## src/common/ptp_trig_consts.svh

```systemverilog
// Purpose: offsets, field positions and limits of the trigger/timestamp control block
// Assumes: apb byte addresses, one 32-bit word per register
// Notes: included by bare name
`ifndef PTP_TRIG_CONSTS_SVH
`define PTP_TRIG_CONSTS_SVH
`define OFF_UNIT_INDEX 12'h520
`define OFF_CTRL_STATUS 12'h52c
`define OFF_TARGET_NS 12'h530
`define OFF_TARGET_S 12'h534
`define OFF_TRIG_CFG 12'h538
`define OFF_IRQ_STATUS 12'h540
`define OFF_IRQ_MASK 12'h544
`define OFF_SYS_NS 12'h548
`define OFF_SYS_S 12'h54c
`define BIT_CAP_SEL 8
`define BIT_OUT_SEL 8
`define BIT_PIN_IN 7
`define BIT_PIN_DIR 6
`define BIT_CAP_IRQ_EN 5
`define BIT_TRIG_ACTIVE 4
`define BIT_TRIG_EN 3
`define BIT_TRIG_SRST 2
`define BIT_CAP_EN 1
`define BIT_CAP_SRST 0
`define BIT_CFG_NOTIFY 24
`define BIT_CFG_NOW 25
`define NS_WIDTH 30
`define NS_PER_S 30'h3b9ac9ff
`define UNIT_SEL_RESERVED 2'h3
`define IRQ_DONE_LSB 0
`define IRQ_ERR_LSB 4
`define IRQ_CAP_LSB 8
`endif

```

## src/common/ptp_trig_pkg.sv

```systemverilog
// Purpose: types shared by the trigger/timestamp control block
// Assumes: nothing
// Notes: constants live in ptp_trig_consts.svh
package ptp_trig_pkg;
	typedef enum logic [1:0] {
		trig_idle = 2'b00,
		trig_armed = 2'b01,
		trig_done = 2'b10,
		trig_fault = 2'b11
	} trig_state_e;
	typedef logic [29:0] ns_t;
	typedef logic [31:0] sec_t;
endpackage

```

## src/rtl/ptp_gpio_trigger_timestamp_ctrl.sv

```systemverilog
// Purpose: control, target time and pin logic of a precision-time gpio pin
// Assumes: system time arrives as a synchronous input; apb slave, zero wait states
// Notes: capture storage and pulse shaping sit in neighbouring blocks
//
// Overview of operation
// - trigger bits follow the trigger index, capture bits follow the capture index.
// - output source 1 drives the pin from the combinational fire term through one flop, 0 through a second flop.
// - input monitor bit reads the live pin level, read only.
// - direction 1 makes the pin a capture input; 0, the default, a trigger output.
// - capture interrupts pass only while that unit's interrupt enable is set.
// - active reads 1 while the unit runs without error, else 0.
// - trigger soft reset returns the unit to inactive and clears notify and now; targets keep their values.
// - writing 1 to capture enable enables it and zeroes its event count.
// - capture soft reset returns the unit to inactive defaults.
// - per-unit 30-bit nanosecond target, reset zero, top two bits read zero.
// - per-unit 32-bit seconds target, reset zero.
// - target registers reach only the unit picked by the trigger index.
// - trigger index codes 0..2 pick units, code 3 is reserved.
// - with notify set and now clear, a target already past flags an error and interrupts.
//
// The APB register port was left to the implementer.
`timescale 1ns/1ps
`include "ptp_trig_consts.svh"
module ptp_gpio_trigger_timestamp_ctrl #(
	parameter int trig_units = 3,
	parameter int cap_units = 2,
	parameter int count_width = 8
) (
	input wire logic pclk,
	input wire logic presetn,
	input wire logic clk_en,
	input wire logic psel,
	input wire logic penable,
	input wire logic pwrite,
	input wire logic [11:0] paddr,
	input wire logic [31:0] pwdata,
	input wire logic [3:0] pstrb,
	output logic [31:0] prdata,
	output logic pready,
	output logic pslverr,
	input wire logic [29:0] sys_ns,
	input wire logic [31:0] sys_s,
	input wire logic pin_in,
	input wire logic [cap_units-1:0] capture_event,
	output logic pin_out,
	output logic pin_oe,
	output logic [trig_units-1:0] trig_fire,
	output logic irq
);
	initial begin
		if (trig_units != 3 || cap_units < 1 || cap_units > 2 || count_width < 1)
			$error("unsupported unit counts");
	end

	logic [1:0] event_out_unit_select;
	logic capture_unit_select;
	logic output_source_select;
	logic pin_direction_select;
	logic [cap_units-1:0] capture_irq_enable;
	logic [cap_units-1:0] capture_unit_enable;
	logic [cap_units-1:0] capture_ready_flag;
	logic [cap_units-1:0] capture_count_overflow;
	logic [count_width-1:0] capture_event_count [cap_units];
	ptp_trig_pkg::trig_state_e trig_state [trig_units];
	ptp_trig_pkg::ns_t target_nanoseconds [trig_units];
	ptp_trig_pkg::sec_t target_seconds [trig_units];
	logic [trig_units-1:0] trig_notify;
	logic [trig_units-1:0] trig_now;
	logic [11:0] irq_status;
	logic [11:0] irq_mask;
	logic pin_flop;
	logic next_pin;

	logic wr_access;
	logic rd_access;
	logic sel_valid;
	logic [31:0] wdata;
	logic [trig_units-1:0] reached;
	logic [trig_units-1:0] fire_now;
	logic [trig_units-1:0] err_now;
	logic [trig_units-1:0] arm_wr;
	logic [trig_units-1:0] trig_srst;
	logic [cap_units-1:0] cap_wr;
	logic [cap_units-1:0] cap_srst;
	logic [cap_units-1:0] cap_ev;
	logic [31:0] next_rdata;

	assign wr_access = clk_en && psel && penable && pwrite;
	assign rd_access = clk_en && psel && penable && !pwrite;
	// byte strobes merge with zero so a partial write of a field stays simple
	assign wdata = pwdata & {{8{pstrb[3]}}, {8{pstrb[2]}}, {8{pstrb[1]}}, {8{pstrb[0]}}};
	assign sel_valid = event_out_unit_select != `UNIT_SEL_RESERVED;

	genvar gi;
	generate
		for (gi = 0; gi < trig_units; gi++) begin : g_trig
			logic hit;
			assign hit = sel_valid && event_out_unit_select == 2'(gi);
			// seconds decide first, nanoseconds only break a tie
			assign reached[gi] = (sys_s > target_seconds[gi]) ||
				(sys_s == target_seconds[gi] && sys_ns >= target_nanoseconds[gi]);
			assign arm_wr[gi] = wr_access && paddr == `OFF_CTRL_STATUS && hit;
			assign trig_srst[gi] = arm_wr[gi] && wdata[`BIT_TRIG_SRST];
			assign fire_now[gi] = trig_state[gi] == ptp_trig_pkg::trig_armed && reached[gi]
				&& !pin_direction_select;
			// with notify set, a target already in the past at arm time counts as an error unless forced now
			assign err_now[gi] = arm_wr[gi] && wdata[`BIT_TRIG_EN] && !wdata[`BIT_TRIG_SRST]
				&& trig_notify[gi] && !trig_now[gi] && reached[gi];

			always_ff @(posedge pclk or negedge presetn) begin
				if (!presetn) begin
					trig_state[gi] <= ptp_trig_pkg::trig_idle;
				end else if (clk_en) begin
					if (trig_srst[gi]) begin
						trig_state[gi] <= ptp_trig_pkg::trig_idle;
					end else if (err_now[gi]) begin
						trig_state[gi] <= ptp_trig_pkg::trig_fault;
					end else if (arm_wr[gi]) begin
						if (wdata[`BIT_TRIG_EN])
							trig_state[gi] <= ptp_trig_pkg::trig_armed;
						else
							trig_state[gi] <= ptp_trig_pkg::trig_idle;
					end else if (fire_now[gi]) begin
						trig_state[gi] <= ptp_trig_pkg::trig_done;
					end
				end
			end

			always_ff @(posedge pclk or negedge presetn) begin
				if (!presetn) begin
					target_nanoseconds[gi] <= '0;
					target_seconds[gi] <= '0;
					trig_notify[gi] <= 1'b0;
					trig_now[gi] <= 1'b0;
				end else if (clk_en) begin
					if (trig_srst[gi]) begin
						trig_notify[gi] <= 1'b0;
						trig_now[gi] <= 1'b0;
					end else if (wr_access && hit && paddr == `OFF_TRIG_CFG) begin
						trig_notify[gi] <= wdata[`BIT_CFG_NOTIFY];
						trig_now[gi] <= wdata[`BIT_CFG_NOW];
					end
					if (wr_access && hit && paddr == `OFF_TARGET_NS)
						target_nanoseconds[gi] <= wdata[`NS_WIDTH-1:0];
					if (wr_access && hit && paddr == `OFF_TARGET_S)
						target_seconds[gi] <= wdata;
				end
			end
		end

		for (gi = 0; gi < cap_units; gi++) begin : g_cap
			assign cap_wr[gi] = wr_access && paddr == `OFF_CTRL_STATUS
				&& capture_unit_select == 1'(gi);
			assign cap_srst[gi] = cap_wr[gi] && wdata[`BIT_CAP_SRST];
			assign cap_ev[gi] = capture_event[gi] && capture_unit_enable[gi] && pin_direction_select;

			always_ff @(posedge pclk or negedge presetn) begin
				if (!presetn) begin
					capture_unit_enable[gi] <= 1'b0;
					capture_irq_enable[gi] <= 1'b0;
					capture_ready_flag[gi] <= 1'b0;
					capture_count_overflow[gi] <= 1'b0;
					capture_event_count[gi] <= '0;
				end else if (clk_en) begin
					if (cap_srst[gi]) begin
						capture_unit_enable[gi] <= 1'b0;
						capture_irq_enable[gi] <= 1'b0;
						capture_ready_flag[gi] <= 1'b0;
						capture_count_overflow[gi] <= 1'b0;
						capture_event_count[gi] <= '0;
					end else if (cap_wr[gi]) begin
						capture_unit_enable[gi] <= wdata[`BIT_CAP_EN];
						capture_irq_enable[gi] <= wdata[`BIT_CAP_IRQ_EN];
						if (wdata[`BIT_CAP_EN]) begin
							capture_event_count[gi] <= '0;
						end else begin
							capture_ready_flag[gi] <= 1'b0;
							capture_count_overflow[gi] <= 1'b0;
						end
					end else if (cap_ev[gi]) begin
						capture_ready_flag[gi] <= 1'b1;
						if (&capture_event_count[gi])
							capture_count_overflow[gi] <= 1'b1;
						else
							capture_event_count[gi] <= capture_event_count[gi] + 1'b1;
					end
				end
			end
		end
	endgenerate

	always_ff @(posedge pclk or negedge presetn) begin
		if (!presetn) begin
			event_out_unit_select <= 2'h0;
			capture_unit_select <= 1'b0;
			output_source_select <= 1'b0;
			pin_direction_select <= 1'b0;
		end else if (clk_en && wr_access) begin
			if (paddr == `OFF_UNIT_INDEX) begin
				event_out_unit_select <= wdata[1:0];
				capture_unit_select <= wdata[`BIT_CAP_SEL];
			end
			if (paddr == `OFF_CTRL_STATUS) begin
				output_source_select <= wdata[`BIT_OUT_SEL];
				pin_direction_select <= wdata[`BIT_PIN_DIR];
			end
		end
	end

	// status: done[2:0], error[6:4], capture[9:8]; a read clears, a new event wins
	logic [11:0] irq_set;
	always_comb begin
		irq_set = '0;
		for (int i = 0; i < trig_units; i++) begin
			irq_set[`IRQ_DONE_LSB + i] = fire_now[i] && trig_notify[i];
			irq_set[`IRQ_ERR_LSB + i] = err_now[i];
		end
		for (int i = 0; i < cap_units; i++)
			irq_set[`IRQ_CAP_LSB + i] = cap_ev[i] && capture_irq_enable[i];
	end

	// a read clears only the bits that it reported: prdata was latched at the setup edge,
	// so an event that lands between setup and access survives the clear
	logic [11:0] next_irq_status;
	always_comb begin
		next_irq_status = irq_status | irq_set;
		if (rd_access && paddr == `OFF_IRQ_STATUS)
			next_irq_status = (irq_status & ~prdata[11:0]) | irq_set;
	end

	always_ff @(posedge pclk or negedge presetn) begin
		if (!presetn) begin
			irq_status <= '0;
		end else if (clk_en) begin
			irq_status <= next_irq_status;
		end
	end

	always_ff @(posedge pclk or negedge presetn) begin
		if (!presetn) begin
			irq_mask <= '0;
		end else if (clk_en && wr_access && paddr == `OFF_IRQ_MASK) begin
			irq_mask <= wdata[11:0];
		end
	end

	// the level follows the status stored at the same edge, so it never lags a set
	always_ff @(posedge pclk or negedge presetn) begin
		if (!presetn) begin
			irq <= 1'b0;
		end else if (clk_en) begin
			irq <= |(next_irq_status & irq_mask);
		end
	end

	// the combinational path reaches the pin through one flop, in step with trig_fire, so it cannot glitch
	always_comb begin
		next_pin = |fire_now;
	end

	always_ff @(posedge pclk or negedge presetn) begin
		if (!presetn) begin
			pin_flop <= 1'b0;
			pin_out <= 1'b0;
		end else if (clk_en) begin
			pin_flop <= next_pin;
			// outputs must come from flops, so the combinational source is one flop ahead
			pin_out <= output_source_select ? next_pin : pin_flop;
		end
	end

	always_ff @(posedge pclk or negedge presetn) begin
		if (!presetn) begin
			pin_oe <= 1'b0;
		end else if (clk_en) begin
			pin_oe <= !pin_direction_select;
		end
	end

	always_ff @(posedge pclk or negedge presetn) begin
		if (!presetn) begin
			trig_fire <= '0;
		end else if (clk_en) begin
			trig_fire <= fire_now;
		end
	end

	always_comb begin
		next_rdata = 32'h0;
		case (paddr)
			`OFF_UNIT_INDEX: begin
				next_rdata[1:0] = event_out_unit_select;
				next_rdata[`BIT_CAP_SEL] = capture_unit_select;
			end
			`OFF_CTRL_STATUS: begin
				next_rdata[`BIT_OUT_SEL] = output_source_select;
				next_rdata[`BIT_PIN_IN] = pin_in;
				next_rdata[`BIT_PIN_DIR] = pin_direction_select;
				next_rdata[`BIT_CAP_IRQ_EN] = capture_irq_enable[capture_unit_select];
				next_rdata[`BIT_CAP_EN] = capture_unit_enable[capture_unit_select];
				if (sel_valid) begin
					next_rdata[`BIT_TRIG_ACTIVE] = trig_state[event_out_unit_select] ==
						ptp_trig_pkg::trig_armed;
					next_rdata[`BIT_TRIG_EN] = trig_state[event_out_unit_select] ==
						ptp_trig_pkg::trig_armed;
				end
			end
			`OFF_TARGET_NS:
				if (sel_valid)
					next_rdata[`NS_WIDTH-1:0] = target_nanoseconds[event_out_unit_select];
			`OFF_TARGET_S:
				if (sel_valid)
					next_rdata = target_seconds[event_out_unit_select];
			`OFF_TRIG_CFG:
				if (sel_valid) begin
					next_rdata[`BIT_CFG_NOTIFY] = trig_notify[event_out_unit_select];
					next_rdata[`BIT_CFG_NOW] = trig_now[event_out_unit_select];
				end
			`OFF_IRQ_STATUS: next_rdata[11:0] = irq_status;
			`OFF_IRQ_MASK: next_rdata[11:0] = irq_mask;
			`OFF_SYS_NS: next_rdata[`NS_WIDTH-1:0] = sys_ns;
			`OFF_SYS_S: next_rdata = sys_s;
			default: next_rdata = 32'h0;
		endcase
	end

	// no wait state: pready is high in the first access cycle, read data latched at setup
	always_ff @(posedge pclk or negedge presetn) begin
		if (!presetn) begin
			pready <= 1'b0;
			pslverr <= 1'b0;
			prdata <= 32'h0;
		end else if (clk_en) begin
			pready <= psel && !penable;
			pslverr <= 1'b0;
			if (psel && !penable)
				prdata <= next_rdata;
		end
	end
endmodule

```

## config.mk

```make
export PLATFORM = sky130hd
export DESIGN_NAME = ptp_gpio_trigger_timestamp_ctrl
export DESIGN_NICKNAME = d
export VERILOG_FILES = /design/src/common/ptp_trig_pkg.sv /design/src/rtl/ptp_gpio_trigger_timestamp_ctrl.sv
export VERILOG_INCLUDE_DIRS = /design/src /design/src/common
export SDC_FILE = /design/constraint.sdc
export NUM_CORES = 1
export LEC_CHECK = 0
export ABC_CLOCK_PERIOD_IN_PS = 3000
export BUFFER_PORTS_ARGS = -buffer_cell sky130_fd_sc_hd__buf_2
export CAP_MARGIN = 20
export CELL_PAD_IN_SITES_DETAIL_PLACEMENT = 1
export CELL_PAD_IN_SITES_GLOBAL_PLACEMENT = 1
export CORE_MARGIN = 4
export CORE_UTILIZATION = 35
export CTS_CLUSTER_SIZE = 30
export DETAILED_ROUTE_END_ITERATION = 8
export PLACE_DENSITY = 0.62
export SLEW_MARGIN = 15
export SYNTH_ARGS = -nofsm -noshare
export SYNTH_HDL_FRONTEND = slang
export SYNTH_SLANG_ARGS = --single-unit
```

## constraint.sdc

```tcl
create_clock -name pclk -period 3 [get_ports pclk]
set_input_delay 0.15 -clock pclk [delete_from_list [all_inputs] [get_ports pclk]]
set_output_delay 0.15 -clock pclk [all_outputs]
set_load 0.03 [all_outputs]
```

==> metrics.md, run 1 <==
| Metric | Value |
|---|---|
| Die footprint | `0.0519 sq mm` |
| Nets | `2,476` |
| Worst EP arrival | `3420 ps` |
| Post-synth top area share | `40.1%` |
| Max Cap Viol | `0` |
| Largest family of logic cells by synthesized area | `compound AO/OA/AOI/OAI gates` |
| Area grow syn2layout | `20.7%` |
| CP endpoint kind | `flop` |
| R2R Setup Slk | `20 ps` |
| Synth Area in Compound Gates | `20.3%` |
| Fraction of layout cells with a size suffix above 1 | `16.4%` |
| Final Skew | `22.0 ps` |
| Crit path kind | `flop to flop` |
| Setup violations, final | `0` |
| Cells after Synth | `1,963` |
| Post-synth top flop | `dfrtp_1` |
| Mapped cell area | `0.0169 sq mm` |
| Number of global-route vias before repair | `16,800` |
| Post-route insts no fill | `2,811` |
| Worst min-delay path class | `primary input to flop` |
| Final instance area | `0.0204 sq mm` |
| Most common cell in the synthesized netlist | `nand2_1` |
| Post-Synth Simple-Gate Area | `15.2%` |
| Core footprint | `0.0477 sq mm` |
| Row cnt | `80` |
| Synthesis Warnings | `0` |
| Die width | `228 um` |
| Sequential-to-total area share from yosys stat | `40.1%` |
| Status | `complete, no violations` |
| Leak Pwr | `8.74 nW` |
| CTS tree | `done` |
| Worst Hold Path Cells | `3` |
| Hold path startpoint | `sys_ns[13]` |
| Port-buffer cells | `157` |
| Post-Syn Nets | `2,268` |
| RSZ-0062 raised after global routing | `true` |
| Slew headroom | `34.8%` |
| IO Count | `159` |
| Ys async rst share | `100%` |
| GR Util All Layers | `25.1%` |
| Via Count | `15,500` |
| Largest net degree at the start of global routing | `102` |
| Routability cong. | `0.925` |
| Clk_lat worst skew | `560 ps` |
| Fmax | `335 MHz` |
| WL per Instance | `23.6 um` |
| Slew Viols, Final | `0` |
| Iter 0 DRT Violations | `818` |
| Critical path's slowest cell | `or4_4` |
| Post-layout total power | `8.97 mW` |
| Worst slew pin tran | `978 ps` |
| CTS sink cnt | `271` |
| Final Hold Fails | `0` |
| Total wire length | `66,400 um` |
| Min Tclk post-route | `2980 ps` |
| Clk buf depth | `3` |
| WP data required | `3430 ps` |
| Setup WS post-layout | `18.4 ps` |
| First-pass GRT wire length | `102,000 um` |
| Commonest cells in the synthesized netlist | `nand2_1, dfrtp_1, o21ai_0` |
| CTS Root Buffer Type | `clkbuf_16` |
| Yosys cell types | `67` |
| Syn Area/Cell | `8.62 sq um` |
| Crit path largest cell delay | `590 ps` |
| Cell taking the most area after synthesis | `dfrtp_1` |
| Synth area leaders | `dfrtp_1, ha_1, nand2_1, o21ai_0, inv_1` |
| Clock-pin slew of the registers on the worst-case setup and hold paths | `60 ps` |
| Worst r2r dst | `pin_out` |
| Hold endpoint | `prdata[13]` |
| ANT nets after route | `0` |
| Final worst path period share | `99.4%` |
| GRT overflow | `0` |
| XOR/XNOR Fraction of Synth Area | `0%` |
| Number of buffers created by CTS | `36` |
| Die Height | `228 um` |
| Adder-cell share of the synthesized area | `13.8%` |
| HPWL after DPL | `49,500 um` |
| Post-synth EDFFs | `0` |
| Starting density of the core | `35.4%` |
| #FFs+latches synth | `271` |
| Post-layout util | `42.8%` |
| Reg2Reg Launch Point | `target_seconds[30]` |
| H-Tree Depth | `2` |
| Via density | `5.51` |
| Dpl cell area | `0.0189 sq mm` |
| R2R depth | `11` |
| Startpoint type of the worst setup path | `flop` |
| Most frequent CP cell | `nand4_1` |
| Worst vdd ir | `0.327 mV` |
| Initial antenna violation count | `0` |
| Critical-path cell list | `inv_2 -> ha_4 -> nand4_1 -> or4_4 -> nor2_4 -> nand4_1 -> a2111oi_4 -> buf_4 -> nor4_4 -> a311oi_2 -> o31ai_1` |
| Pre-CTS setup slack | `-723 ps` |
| Proportion of synthesized area in mux cells | `4.18%` |
| Fillcell total | `5,603` |
| Pwr/cell area | `439 mW/mm^2` |
| DR pass1 iterations | `5` |
| # placed instances | `2,728` |
| Remaining DRCs | `0` |
| Critical Path Fanout Max | `3` |
logic make-up (layout without fill, tap and decap cells):
logic type / count (synthesis) / count (layout)
AOI/OAI and AO/OA: 576 / 576
adders and majority gates: 186 / 186
buffers and inverters: 285 / 517
DFF: 271 / 271
muxes: 70 / 70
other: 1 / 2
and+or+nand+nor: 574 / 574
state kept, by name, summed over array words and instances (netlist names), 2 cells and up:
signal and cells:
event_out_unit_select 2, capture_unit_enable 2, target_seconds 96, trig_state 6, prdata 32, irq_mask 12
trig_now 3, irq_status 12, capture_irq_enable 2, trig_notify 3, trig_fire 3, target_nanoseconds 90
per-stage QoR:
stage	hold WS, ps	setup TNS (ps)
finish	0.798	0
global route	18.7	-212
CTS	0.682	0
detailed placement	60.7	-4240
global placement	58.8	-5390
floorplan	-146	0
worst max-delay path: cells and delay by family, from the launching register on:
family	cells	cell delay, ps
buffers and inverters	2	270
AND/OR/NAND/NOR	5	1120
adder cells (fa/ha/maj)	1	270
flip-flops	1	370
AO/OA/AOI/OAI	3	840
worst max path at each step:
stage / start / to / slack, ps / depth (start not counted)
after global placement: target_nanoseconds[64] / pin_flop / -860 / 12
final: target_seconds[30] / pin_out / 20 / 11
after global routing: target_seconds[28] / pin_flop / -80 / 11
after CTS: target_nanoseconds[64] / pin_flop / 0.8 / 12
after detailed placement: target_nanoseconds[64] / pin_flop / -720 / 12
after floorplan: target_seconds[32] / pin_flop / 510 / 9
per-layer routing:
metal	up-vias	global-route usage [%]	wire length (um)
li1	7321	-	-
met1	7685	33.3	30000
met2	363	42.2	31300
met3	107	3.61	2940
met4	0	8.69	2160
met5	-	0	0
power breakdown:
part / leakage [nW] / total (mW) / switching [mW] / internal, mW
Sequential: 3.78 / 3.67 / 0.00360 / 3.66
Clock: 0.591 / 4.54 / 1.77 / 2.77
Combinational: 4.37 / 0.767 / 0.505 / 0.262
Total: 8.74 / 8.97 / 2.28 / 6.69
layout by cell type (no fill, tap or decap), types with 12 or more instances in the layout:
master and n:
a221oi_1 30, buf_2 156, a21oi_1 106, inv_1 192, o22ai_1 46, a22oi_1 27, a21o_1 24, o21ai_0 267
dfrtp_1 269, nand2_1 350, nand3_1 26, nand4_1 34, nor2_1 77, mux2i_1 64, nor3_1 12, dlygate4sd3_1 12
clkbuf_16 37, buf_4 84, ha_1 180
final cells by class:
cell class                      count  area, sq um  area share [%]
Clock inverter                     11          160           0.784
Inverter                          195          732            3.58
Sequential cell                   271         6790            33.2
Timing Repair Buffer              260         1690            8.25
Tap cell                          615          769            3.77
Multi-Input combinational cell   1407         9250            45.3
Clock buffer                       51         1050            5.13
Antenna cell                        1         2.50          0.0122
timing repair:
action / in CTS / in global routing
endpoints found under the setup margin: 8 / 12
buffers inserted: 0 / 8
gates resized for setup: 9 / 19
endpoints found under the hold margin: 287 / 1
pin swaps: 1 / 13
hold buffers: 11 / 1
(Power assumes the default switching activity.)
==> run 2: changes to the inputs <==
--- a/config.mk
+++ b/config.mk
@@ -11,11 +11,12 @@
 export CAP_MARGIN = 20
 export CELL_PAD_IN_SITES_DETAIL_PLACEMENT = 1
 export CELL_PAD_IN_SITES_GLOBAL_PLACEMENT = 1
+export CORE_ASPECT_RATIO = 1.2
 export CORE_MARGIN = 4
-export CORE_UTILIZATION = 35
+export CORE_UTILIZATION = 46
 export CTS_CLUSTER_SIZE = 30
 export DETAILED_ROUTE_END_ITERATION = 8
-export PLACE_DENSITY = 0.62
+export PLACE_DENSITY = 0.79
 export SLEW_MARGIN = 15
 export SYNTH_ARGS = -nofsm -noshare
 export SYNTH_HDL_FRONTEND = slang
==> run 2 against run 1 <==
Net effect:
- final cell count shrank 5.0%
- global-route usage grew 6.5 points
- first-iteration DRC count grew 16%
- sequential share of layout area grew 0.60 points
- critical endpoint unchanged
- largest power group is now registers
==> metrics.md, run 2 (same netlist as run 1, synthesis figures left out) <==
| Metric | Value |
|---|---|
| Clk_lat worst skew | `570 ps (about the same)` |
| Startpoint type of the worst setup path | `flop` |
| Row cnt | `76 (-5.0%)` |
| Nets | `2,489 (+0.53%)` |
| Worst min-delay path class | `primary input to flop` |
| Worst slew pin tran | `854 ps (-124 ps)` |
| Post-layout total power | `7.97 mW (-11%)` |
| Number of buffers created by CTS | `29 (-19%)` |
| IO Count | `159 (unchanged)` |
| Slew Viols, Final | `0 (unchanged)` |
| Routability cong. | `0.925 (unchanged)` |
| CTS Root Buffer Type | `clkbuf_16` |
| Via density | `6.06 (+10%)` |
| Largest regs | `target_seconds: 96 flops, target_nanoseconds: 90 flops, prdata: 32 flops` |
| Most frequent cells in the layout | `nand2_1, dfrtp_1, o21ai_0` |
| Setup violations, final | `0 (unchanged)` |
| WP data required | `3430 ps (about the same)` |
| Biggest register | `target_seconds` |
| Post-layout util | `55.5% (+13 points)` |
| Initial antenna violation count | `0 (unchanged)` |
| Setup_tns | `0 ps (unchanged)` |
| Port-buffer cells | `157 (unchanged)` |
| Number of global-route vias before repair | `17,100 (+1.9%)` |
| HPWL after DPL | `47,900 um (-3.3%)` |
| Worst vdd ir | `0.409 mV (+25%)` |
| Area grow syn2layout | `18.6%` |
| Core footprint | `0.0361 sq mm (-24%)` |
| Die footprint | `0.0399 sq mm (-23%)` |
| Starting density of the core | `46.8% (+11 points)` |
| H-Tree Depth | `1 (-1)` |
| CP endpoint kind | `flop` |
| Fillcell total | `4,309 (-23%)` |
| Iter 0 DRT Violations | `949 (+16%)` |
| N_diodes | `0 (-1)` |
| Max reg flops | `96 (unchanged)` |
| GRT overflow | `0 (unchanged)` |
| WL per Instance | `24.3 um (+2.8%)` |
| DR pass1 iterations | `5 (unchanged)` |
| CTS tree | `done` |
| CTS sink cnt | `271 (unchanged)` |
| Final worst path period share | `99.7% (+0.30 points)` |
| Max Cap Viol | `0 (unchanged)` |
| Min Tclk post-route | `2990 ps (+8.96 ps)` |
| Fraction of layout cells with a size suffix above 1 | `15.7% (-0.69 points)` |
| Clock-pin slew of the registers on the worst-case setup and hold paths | `70 ps (about the same)` |
| Pwr/cell area | `397 mW/mm^2 (-9.5%)` |
| Status | `complete, no violations` |
| Slew headroom | `43.0% (+8.3 points)` |
| Fmax | `334 MHz (-0.30%)` |
| Largest net degree at the start of global routing | `82 (-20%)` |
| Remaining DRCs | `0 (unchanged)` |
| Die width | `183 um (-20%)` |
| First-pass GRT wire length | `99,200 um (-2.4%)` |
| Crit path kind | `flop to flop` |
| Total wire length | `64,800 um (-2.4%)` |
| Via Count | `16,200 (+4.6%)` |
| Most common cell after layout, fill and taps aside | `nand2_1` |
| Die Height | `218 um (-4.3%)` |
| Final Hold Fails | `0 (unchanged)` |
| Final Skew | `9.57 ps (-12.5 ps)` |
| GR Util All Layers | `31.7% (+6.5 points)` |
| Leak Pwr | `8.64 nW (-1.2%)` |
| Worst EP arrival | `3430 ps (about the same)` |
| Clk buf depth | `3 (unchanged)` |
| Critical Path Fanout Max | `3 (unchanged)` |
| ANT nets after route | `0 (unchanged)` |
| RSZ-0062 raised after global routing | `true` |
## run 2: worst paths after layout
path	slack, ps	cells past startpoint	startpoint	endpoint
max	9	11	target_seconds[18]	pin_out
min	0.4	3	pwdata[15]	target_nanoseconds[75]
max reg2reg	9	11	target_seconds[18]	pin_out
min reg2reg	480	2	prdata[16]	prdata[16]
max in group asynchronous	1780	3	presetn	prdata[26]
min in group asynchronous	140	2	presetn	target_nanoseconds[9]
## run 2: critical path: stages (launching register included)
cell       delay [ps]
dfrtp_1           360
inv_1              90
ha_4              280
nand4_1           110
buf_4             170
or4_4             510
nor2_4            130
nand4_1           140
a2111oi_4         510
nor4_4            110
a311oi_2          340
o31ai_1           120
## run 2: where the power goes
part	internal, mW	total [mW]	switching, mW	leakage, nW
logic	0.275	0.772	0.497	4.41
registers	3.66	3.67	0.00532	3.78
clock network	1.99	3.53	1.54	0.446
## run 2: timing repair
| action | CTS | global route |
|---|---|---|
| hold buffers | 32 | 0 |
| pin swaps | 0 | 12 |
| buffers inserted | 0 | 12 |
| hold endpoints to repair | 134 | 0 |
| resized for setup | 5 | 25 |
| endpoints found under the setup margin | 6 | 12 |
## run 2: through the flow
stage          instance area (sq um)  setup WS, ps  hold slack (ps)  std cells
4_1_cts                        19800          9.73            0.250       2659
2_1_floorplan                  16900           510             -146       1963
3_3_place_gp                   18600         -33.1              166       2578
3_5_place_dp                   18600          -113              177       2578
5_1_grt                        20100          -144             9.55       2670
6_report                       20100          9.39            0.377       2670
## run 2: cell type report
cell class / count / area, sq um / area share, %
clock buffer: 42 / 835 / 4.16
clock inverter: 7 / 60.1 / 0.299
inverter: 195 / 732 / 3.65
multi-input combinational: 1407 / 9250 / 46.1
sequential: 271 / 6790 / 33.8
tap: 468 / 586 / 2.92
timing repair buffer: 280 / 1820 / 9.09
## run 2: metal layers
metal | wire (um) | track usage, %
met3 | 3720 | 3.55
met1 | 26000 | 40.0
met2 | 32100 | 55.1
met4 | 3000 | 13.2
met5 | 0 | 0
